--- config.mk ---
export PLATFORM = sky130hd
export DESIGN_NAME = rwcr_regs
export DESIGN_NICKNAME = d
export VERILOG_FILES = /design/src/hdl/rwcr_pkg.sv /design/src/hdl/rwcr_regs.sv
export SDC_FILE = /design/constraint.sdc
export NUM_CORES = 1
export LEC_CHECK = 0
export BUFFER_PORTS_ARGS = -buffer_cell sky130_fd_sc_hd__buf_2
export CAP_MARGIN = 20
export CORE_MARGIN = 3
export CORE_UTILIZATION = 60
export CTS_BUF_LIST = sky130_fd_sc_hd__clkbuf_16
export DETAILED_ROUTE_END_ITERATION = 8
export PLACE_DENSITY_LB_ADDON = 0.1
export SYNTH_ARGS = -nofsm -noshare
export SYNTH_HDL_FRONTEND = slang
export SYNTH_SLANG_ARGS = --single-unit
--- constraint.sdc ---
create_clock -name mclk -period 4.95 [get_ports mclk]
set_clock_uncertainty 0.05 [all_clocks]
set_input_delay 0.2475 -clock mclk [delete_from_list [all_inputs] [get_ports mclk]]
set_output_delay 0.2475 -clock mclk [all_outputs]
set_load 0.02 [all_outputs]
--- src/hdl/rwcr_pkg.sv ---
// package for the radio wake configuration register bank
// assumes byte-wide registers reached over a plain strobe port
package rwcr_pkg;
  localparam int          ADDR_W            = 10;
  localparam int          DATA_W            = 8;
  // register offsets
  localparam logic [9:0]  OFF_WAKE_CNT_LO   = 10'h102;
  localparam logic [9:0]  OFF_WAKE_CNT_HI   = 10'h103;
  localparam logic [9:0]  OFF_WAKE_LIM_LO   = 10'h104;
  localparam logic [9:0]  OFF_WAKE_LIM_HI   = 10'h105;
  localparam logic [9:0]  OFF_LISTEN_PERIOD = 10'h106;
  localparam logic [9:0]  OFF_TICK_DIV      = 10'h107;
  localparam logic [9:0]  OFF_LEVEL_LIMIT   = 10'h108;
  localparam logic [9:0]  OFF_CARRIER_LO    = 10'h109;
  localparam logic [9:0]  OFF_CARRIER_MID   = 10'h10a;
  localparam logic [9:0]  OFF_CARRIER_HI    = 10'h10b;
  localparam logic [9:0]  OFF_RATE_LO       = 10'h10c;
  localparam logic [9:0]  OFF_RATE_DEV_HI   = 10'h10d;
  localparam logic [9:0]  OFF_DEV_LO        = 10'h10e;
  localparam logic [9:0]  OFF_CORR_BW       = 10'h10f;
  localparam logic [9:0]  OFF_POST_FILTER   = 10'h110;
  localparam logic [9:0]  OFF_SPARE         = 10'h111;
  localparam logic [9:0]  OFF_LOOP_PHASE    = 10'h112;
  localparam logic [9:0]  OFF_WAKE_CTRL     = 10'h11f;
  // field positions
  localparam int          RATE_HI_LSB       = 0;
  localparam int          DEV_HI_LSB        = 4;
  localparam int          PHASE_LSB         = 0;
  localparam int          LOOP_LSB          = 2;
  localparam int          CTRL_SMART_BIT    = 0;
  localparam int          CTRL_LEVEL_BIT    = 1;
  // reset values
  localparam logic [7:0]  RST_BYTE          = 8'h00;
  localparam logic [7:0]  RST_TICK_DIV      = 8'h33;
  localparam logic [7:0]  RST_POST_FILTER   = 8'h01;
  // timing: tick = 128 * divider periods of the 6.5 MHz reference
  localparam int          TICK_MULT         = 128;
  localparam int          REF_KHZ           = 6500;
  localparam int          MCLK_KHZ          = 10000;
  // one wake-timer prescale unit in mclk cycles, rounded down, min 1
  localparam int          UNIT_CYC_RAW      = (TICK_MULT * MCLK_KHZ) / REF_KHZ;
  localparam int          UNIT_CYC          = (UNIT_CYC_RAW < 1) ? 1 : UNIT_CYC_RAW;
  localparam int          LEVEL_OFFSET_DBM  = 107;
  localparam int          CARRIER_FRAC_BITS = 16;
  localparam int          RATE_STEP_BPS     = 100;
  localparam int          POST_FILTER_STEP  = 2;

  typedef enum logic [1:0] {
    RW_SLEEP  = 2'b00,
    RW_LISTEN = 2'b01,
    RW_OFF    = 2'b10
  } rwcr_state_t;
endpackage

--- src/hdl/rwcr_regs.sv ---
// radio wake configuration register bank with smart-wake listen sequencer
// assumes host strobes on mclk; wake timer, preamble and level inputs are off-domain pins
//
// What this block does
// [RQ1] limit high byte at 0x105, low at 0x104
// [RQ2] smart wake: radio on, listen, else sleep
// [RQ3] tick is 128*divider/6.5MHz; dwell counts ticks
// [RQ4] level limit in dBm is value minus 107
// [RQ5] 24-bit carrier word, low byte first
// [RQ6] 12-bit rate code, high nibble [3:0]
// [RQ7] 12-bit deviation, high nibble [7:4]
// [RQ8] correlator bandwidth from its byte
// [RQ9] post filter is 2 kHz steps, 1..255
// [RQ10] host zeroes loop setting in modes 0/2
// [RQ11] correlator phase from bits [1:0]
// [RQ12] count wakes, beyond limit go off
// [RQ13] wake count writable to zero
// [RQ14] bytes read back (0x102/0x103 read the live wake count, 0x11f live status instead); carrier and rate/deviation fields apply together
//
// Added by the designer: the plain strobed port.
`timescale 1ns/1ps
module rwcr_regs
  import rwcr_pkg::*;
#(
  parameter int UNIT_CYCLES = UNIT_CYC
)
(
  // clock and reset
  input  wire logic               mclk,
  input  wire logic               reset,
  // register port
  input  wire logic [ADDR_W-1:0]  regAddr,
  input  wire logic [DATA_W-1:0]  regWrData,
  input  wire logic               regWrite,
  input  wire logic               regRead,
  output logic      [DATA_W-1:0]  regRdData,
  // radio side pins
  input  wire logic               wakeTimerPin,
  input  wire logic               preamblePin,
  input  wire logic               levelAbovePin,
  // applied settings
  output logic      [23:0]        carrierWord,
  output logic      [11:0]        rateCode,
  output logic      [11:0]        toneOffsetCode,
  output logic      [7:0]         correlatorBandwidth,
  output logic      [7:0]         postFilterBandwidth,
  output logic      [5:0]         rxLoopSetting,
  output logic      [1:0]         correlatorPhase,
  output logic      [7:0]         wakeLevelLimit,
  // radio control
  output logic                    radioOn,
  output logic                    radioOffState,
  output logic                    wakeLimitIrq
);
  localparam int NREG = 19;

  logic [7:0]  regs_r [NREG];
  logic [7:0]  regs_nxt [NREG];
  logic [7:0]  rd_r, rd_nxt;
  logic [23:0] carrier_r, carrier_nxt;
  logic [11:0] rate_r, rate_nxt, dev_r, dev_nxt;
  logic [7:0]  corrBw_r, corrBw_nxt, post_r, post_nxt, lvl_r, lvl_nxt;
  logic [5:0]  loop_r, loop_nxt;
  logic [1:0]  phase_r, phase_nxt;
  logic [15:0] wakeCnt_r, wakeCnt_nxt;
  rwcr_state_t st_r, st_nxt;
  logic [15:0] unit_r, unit_nxt;
  logic [7:0]  div_r, div_nxt;
  logic [7:0]  dwell_r, dwell_nxt;
  logic        on_r, on_nxt, off_r, off_nxt, irq_r, irq_nxt;
  logic [2:0]  wkSync_r, pre_r, lvlS_r;
  logic [2:0]  wkSync_nxt, pre_nxt, lvlS_nxt;
  logic        wakeEvt;
  logic        inMap;
  logic [4:0]  idx;

  // index from offset; control register sits above the bank
  always_comb
  begin
    inMap = 1'b0;
    idx   = 5'h00;
    if (regAddr >= OFF_WAKE_CNT_LO && regAddr <= OFF_LOOP_PHASE)
    begin
      inMap = 1'b1;
      idx   = 5'(regAddr - OFF_WAKE_CNT_LO);
    end
    else if (regAddr == OFF_WAKE_CTRL)
    begin
      inMap = 1'b1;
      idx   = 5'(NREG - 2);
    end
  end

  // pin synchronisers: stage 0 feeds only stage 1
  always_comb
  begin
    wkSync_nxt = {wkSync_r[1:0], wakeTimerPin};
    pre_nxt    = {pre_r[1:0], preamblePin};
    lvlS_nxt   = {lvlS_r[1:0], levelAbovePin};
    wakeEvt    = wkSync_r[1] & ~wkSync_r[2];
  end

  // register storage and read path
  always_comb
  begin
    for (int i = 0; i < NREG; i++)
      regs_nxt[i] = regs_r[i];
    rd_nxt = 8'h00;
    if (regWrite && inMap)
      regs_nxt[idx] = regWrData;                                   // [RQ14]
    if (regRead && inMap)
    begin
      if (idx == 5'd0)
        rd_nxt = wakeCnt_r[7:0];
      else if (idx == 5'd1)
        rd_nxt = wakeCnt_r[15:8];
      // control offset reads back live status, not the enables written
      else if (idx == 5'(NREG - 2))
        rd_nxt = {6'h00, off_r, on_r};
      else
        rd_nxt = regs_r[idx];                                      // [RQ14]
    end
  end

  // applied settings: multi-byte fields commit together on the top byte write
  always_comb
  begin
    carrier_nxt = carrier_r;
    rate_nxt    = rate_r;
    dev_nxt     = dev_r;
    corrBw_nxt  = regs_r[13];                                      // [RQ8]
    lvl_nxt     = regs_r[6];                                       // [RQ4]
    loop_nxt    = regs_r[16][7:LOOP_LSB];                          // [RQ10]
    phase_nxt   = regs_r[16][PHASE_LSB+1:PHASE_LSB];               // [RQ11]
    // zero is invalid; hold the last legal bandwidth
    post_nxt    = (regs_r[14] != 8'h00) ? regs_r[14] : post_r;     // [RQ9]
    if (regWrite && regAddr == OFF_CARRIER_HI)
      carrier_nxt = {regWrData, regs_r[8], regs_r[7]};             // [RQ5]
    if (regWrite && regAddr == OFF_RATE_DEV_HI)
    begin
      rate_nxt = {regWrData[RATE_HI_LSB+3:RATE_HI_LSB], regs_r[10]};   // [RQ6]
      dev_nxt  = {regWrData[DEV_HI_LSB+3:DEV_HI_LSB], regs_r[12]};     // [RQ7]
    end
  end

  // smart-wake sequencer and wake counter
  always_comb
  begin
    st_nxt      = st_r;
    unit_nxt    = unit_r;
    div_nxt     = div_r;
    dwell_nxt   = dwell_r;
    on_nxt      = on_r;
    off_nxt     = off_r;
    irq_nxt     = 1'b0;
    wakeCnt_nxt = wakeCnt_r;
    if (wakeEvt)
      wakeCnt_nxt = wakeCnt_r + 16'h0001;                          // [RQ12]
    if (regWrite && regAddr == OFF_WAKE_CNT_LO)
      wakeCnt_nxt = {wakeCnt_nxt[15:8], regWrData};                // [RQ13]
    if (regWrite && regAddr == OFF_WAKE_CNT_HI)
      wakeCnt_nxt = {regWrData, wakeCnt_nxt[7:0]};                 // [RQ13]
    case (st_r)
      RW_SLEEP:
      begin
        on_nxt = 1'b0;
        if (wakeEvt && ({regs_r[3], regs_r[2]} < wakeCnt_nxt))    // [RQ1]
        begin
          st_nxt  = RW_OFF;                                        // [RQ12]
          off_nxt = 1'b1;
          irq_nxt = 1'b1;
        end
        else if (wakeEvt && regs_r[17][CTRL_SMART_BIT])
        begin
          st_nxt    = RW_LISTEN;                                   // [RQ2]
          on_nxt    = 1'b1;
          unit_nxt  = 16'h0000;
          div_nxt   = 8'h00;
          dwell_nxt = 8'h00;
        end
      end
      RW_LISTEN:
      begin
        // tick = UNIT_CYCLES * divider mclk cycles
        if (unit_r >= 16'(UNIT_CYCLES - 1))
        begin
          unit_nxt = 16'h0000;
          if (div_r + 8'h01 >= regs_r[5])                          // [RQ3]
          begin
            div_nxt   = 8'h00;
            dwell_nxt = dwell_r + 8'h01;
          end
          else
            div_nxt = div_r + 8'h01;
        end
        else
          unit_nxt = unit_r + 16'h0001;
        if (pre_r[2] || (regs_r[17][CTRL_LEVEL_BIT] && lvlS_r[2]))
          st_nxt = RW_OFF;                                         // [RQ2]
        else if (dwell_r >= regs_r[4])
        begin
          st_nxt = RW_SLEEP;                                       // [RQ2]
          on_nxt = 1'b0;
        end
      end
      RW_OFF:
      begin
        on_nxt  = 1'b0;
        off_nxt = 1'b1;
        // host releases by clearing the smart-wake enable
        if (!regs_r[17][CTRL_SMART_BIT])
        begin
          st_nxt  = RW_SLEEP;
          off_nxt = 1'b0;
        end
      end
      default:
        st_nxt = RW_SLEEP;
    endcase
  end

  always_ff @(posedge mclk)
  begin
    if (reset)
    begin
      for (int i = 0; i < NREG; i++)
        regs_r[i] <= RST_BYTE;
      regs_r[5]  <= RST_TICK_DIV;
      regs_r[14] <= RST_POST_FILTER;
      rd_r       <= 8'h00;
      carrier_r  <= 24'h000000;
      rate_r     <= 12'h000;
      dev_r      <= 12'h000;
      corrBw_r   <= 8'h00;
      post_r     <= RST_POST_FILTER;
      lvl_r      <= 8'h00;
      loop_r     <= 6'h00;
      phase_r    <= 2'h0;
      wakeCnt_r  <= 16'h0000;
      st_r       <= RW_SLEEP;
      unit_r     <= 16'h0000;
      div_r      <= 8'h00;
      dwell_r    <= 8'h00;
      on_r       <= 1'b0;
      off_r      <= 1'b0;
      irq_r      <= 1'b0;
      wkSync_r   <= 3'h0;
      pre_r      <= 3'h0;
      lvlS_r     <= 3'h0;
    end
    else
    begin
      regs_r    <= regs_nxt;
      rd_r      <= rd_nxt;
      carrier_r <= carrier_nxt;
      rate_r    <= rate_nxt;
      dev_r     <= dev_nxt;
      corrBw_r  <= corrBw_nxt;
      post_r    <= post_nxt;
      lvl_r     <= lvl_nxt;
      loop_r    <= loop_nxt;
      phase_r   <= phase_nxt;
      wakeCnt_r <= wakeCnt_nxt;
      st_r      <= st_nxt;
      unit_r    <= unit_nxt;
      div_r     <= div_nxt;
      dwell_r   <= dwell_nxt;
      on_r      <= on_nxt;
      off_r     <= off_nxt;
      irq_r     <= irq_nxt;
      wkSync_r  <= wkSync_nxt;
      pre_r     <= pre_nxt;
      lvlS_r    <= lvlS_nxt;
    end
  end

  assign regRdData           = rd_r;
  assign carrierWord         = carrier_r;
  assign rateCode            = rate_r;
  assign toneOffsetCode      = dev_r;
  assign correlatorBandwidth = corrBw_r;
  assign postFilterBandwidth = post_r;
  assign rxLoopSetting       = loop_r;
  assign correlatorPhase     = phase_r;
  assign wakeLevelLimit      = lvl_r;
  assign radioOn             = on_r;
  assign radioOffState       = off_r;
  assign wakeLimitIrq        = irq_r;
endmodule // rwcr_regs
==> results.cfg <==
[status]
status = finished clean

[cts]
clkTransAtPathRegs_ns = 0.06
clk_latency_ns = 0.55
cts_max_level = 1
clockBufferDepth = 3
post-cts-setup-buffers = 0
numCtsBuffers = 30
cts_tree = done
root_buffer = clkbuf_16
cts.sinks = 296

[min_path]
hold_path_class = in -> reg
hold_path_depth = 3

[worst_setup_path]
crit_slowest_cell = a211oi_1
crit_type = reg -> reg
arrival_ns = 4.75
cp.buffers_inverters = 1
worstPathMaxFanout = 12
critPathMaxStageDelay_ns = 0.58
critPathRequiredTime_ns = 5.39
cp.depth = 14
reg2regPathDepth = 14
crit_chain = nor2b_1 -> and4_1 -> nand3_1 -> nor3_1 -> xor2_1 -> mux2i_1 -> ha_1 -> nand4_1 -> a211o_1 -> a211oi_1 -> a21oi_1 -> buf_4 -> nor3_1 -> a32o_1
path_delay_family = simple AND/OR/NAND/NOR gates
critPathLaunchType = flop
path_common_cell = nor3_1
end_kind = flop

[yosys]
ys_seq_elements = 296
synth_flop_cell = dfxtp_1
synth_edf_count = 0
ys_warn_count = 0
syn_inst = 1546
seq_area_frac_synth_pct = 43.8
syn_nets = 1612
synthesis.area_mm2 = 0.0135
synth_cell_types = 87
synth.avg_cell_area_um2 = 8.76
async_flop_share_pct = 0

[detailed_routing]
initialDrtViolationCount = 1027
drt-pass1-iter-count = 5
drc = 0
routed_via_density = 6.17
ant_nets = 0
wl_mm = 40.4
avgRoutedWirePerCell_um = 21.1
routed-via-count = 11800

[sta]
rsz0062_at_grt = false
min_period_over_period_pct = 87.1
worst_pin_slew_ns = 0.948
final-setup-viol-count = 0
fin_crit_ns = 4.31
max_freq_mhz = 232
relSlewSlack_pct = 36.8
slew_violations = 0
whs_ns = 0.217
final-hold-violation-count = 0
finalSetupTns_ns = 0

[power]
p_leak_nw = 6.13
power-per-cell-area_mw_per_mm2 = 320
peakVddDrop_mv = 0.264

[floorplan]
die_width_um = 156
core_region_area_mm2 = 0.0220
pin_count = 116
fp.dieH_um = 156
start_util_pct = 61.5
fp-row-count = 54
dieArea_mm2 = 0.0244

[run]
maxCapViolCount = 0

[finish]
n_antenna_cell = 0
final_cell_mix = dfxtp_1, nand2_1, nor2_1
fin_area_mm2 = 0.0152
fillers = 1799
final_common_cell = dfxtp_1
nNetsFinal = 1678
area_growth_pct = 12.0
final_layout_size_suffix_gt1_share_pct = 12.9

[global_routing]
grtUsageTotal_pct = 32.5
grt_pass1_vias = 11000
grt_max_degree = 114
grt_pass1_wl_mm = 62.9
antenna_found_initial = 2
overflow = 0

[placement]
port_buffers = 115
place_congestion = 1.01
hpwl_mm = 27.6
dpl_cell_area_mm2 = 0.0142
[synthesized netlist by cell type (all sizes together) (4+ instances only)]
cell type / n / share of area, %
a211o: 6 / 0.40
a211oi: 7 / 0.43
a21o: 8 / 0.44
a21oi: 124 / 4.6
a221o: 10 / 0.74
a221oi: 6 / 0.43
a22oi: 14 / 0.78
a311oi: 4 / 0.48
a31oi: 12 / 0.60
a32o: 11 / 0.81
and2: 9 / 0.42
and3: 18 / 0.83
and4: 4 / 0.26
buf: 31 / 1.5
clkbuf: 68 / 1.9
dfxtp: 296 / 44
ha: 41 / 3.8
inv: 31 / 0.86
mux2i: 122 / 9.0
nand2: 217 / 6.0
nand2b: 10 / 0.54
nand3: 51 / 2.1
nand4: 8 / 0.37
nor2: 198 / 6.1
nor2b: 41 / 1.9
nor3: 28 / 1.2
nor4: 8 / 0.57
o211ai: 15 / 0.83
o21a: 7 / 0.39
o21ai: 33 / 1.2
o221a: 4 / 0.33
o221ai: 12 / 0.78
o22ai: 14 / 0.65
o31ai: 5 / 0.28
or2: 4 / 0.18
or3: 5 / 0.27
or4: 7 / 0.39
xnor2: 6 / 0.39
xor2: 16 / 1.0
[final timing paths]
check | slack [ns] | from | endpoint
worst min register to register | 0.38 | lvlS_r[1] | lvlS_r[2]
worst max-delay path | 0.64 | wkSync_r[1] | dwell_r[6]
worst min-delay path | 0.22 | regWrData[6] | regs_r[70]
worst max register to register | 0.64 | wkSync_r[1] | dwell_r[6]
[kinds of logic (layout without fill, tap and decap cells)]
logic type      count (synthesis)  after routing  synth area share (%)
buf+inv                       131            220                  4.23
compound gates                319            319                  16.0
flops                         296            296                  43.8
simple gates                  615            615                  21.7
xor+xnor                       22             22                  1.42
fa+ha+maj                      41             41                  3.79
mux                           122            122                  9.02
[per-layer routing]
| layer | part of all wire (%) | global-route usage, % | vias to the layer above |
|---|---|---|---|
| li1 | - | - | 5585 |
| met1 | 44 | 46.6 | 5532 |
| met2 | 43 | 48.8 | 579 |
| met3 | 9.1 | 5.39 | 123 |
| met4 | 4.6 | 13.8 | 4 |
| met5 | 0.067 | 0 | - |
[power by group]
group	switching, mW	internal (mW)	total [mW]
sequential	0.00770	2.39	2.40
combinational	0.153	0.0487	0.202
clock	0.924	1.33	2.25
total	1.08	3.77	4.85
[registers in the layout, indices dropped and copies added (netlist names), 6 cells and up]
name                 flops
carrierWord             24
corrBw_nxt               8
correlatorBandwidth      8
div_r                    8
dwell_r                  8
loop_nxt                 6
lvl_nxt                  8
postFilterBandwidth      8
rateCode                12
regRdData                8
regs_r                 122
rxLoopSetting            6
toneOffsetCode          12
unit_r                  16
wakeCnt_r               16
wakeLevelLimit           8
[timing repair]
item,in CTS,in global routing
hold buffers,3,0
gates resized for setup,0,0
hold endpoints to repair,3,0
[per-stage QoR]
stage | power (mW) | util (%) | worst slack, ns | std cells
CTS | 4.88 | 68.9 | 0.687 | 1915
detailed placement | 2.65 | 64.3 | 0.769 | 1857
global route | 4.99 | 68.9 | 0.349 | 1915
floorplan | 2.58 | - | 1.06 | 1546
finish | 4.85 | 68.9 | 0.636 | 1915
global placement | 2.64 | 64.2 | 0.867 | 1856
[area by class of cell]
type,instances,area (µm²),area share [%]
clock buffers,31,776,5.12
clock inverters,24,203,1.34
inverters,32,120,0.792
flip-flops and latches,296,5930,39.1
multi-input cells,1119,7060,46.5
repair buffers,133,734,4.84
well taps,280,350,2.31
[worst reg2reg max path: cells and delay by family (launching register included)]
family	cells	cell delay, ns
muxes	1	0.11
buffers and inverters	1	0.20
adders and majority gates	1	0.38
DFF	1	0.31
xor gates and xnor gates	1	0.17
AOI/OAI and AO/OA	4	1.24
and+or+nand+nor	6	1.78
Power figures use the tool's default switching activity.
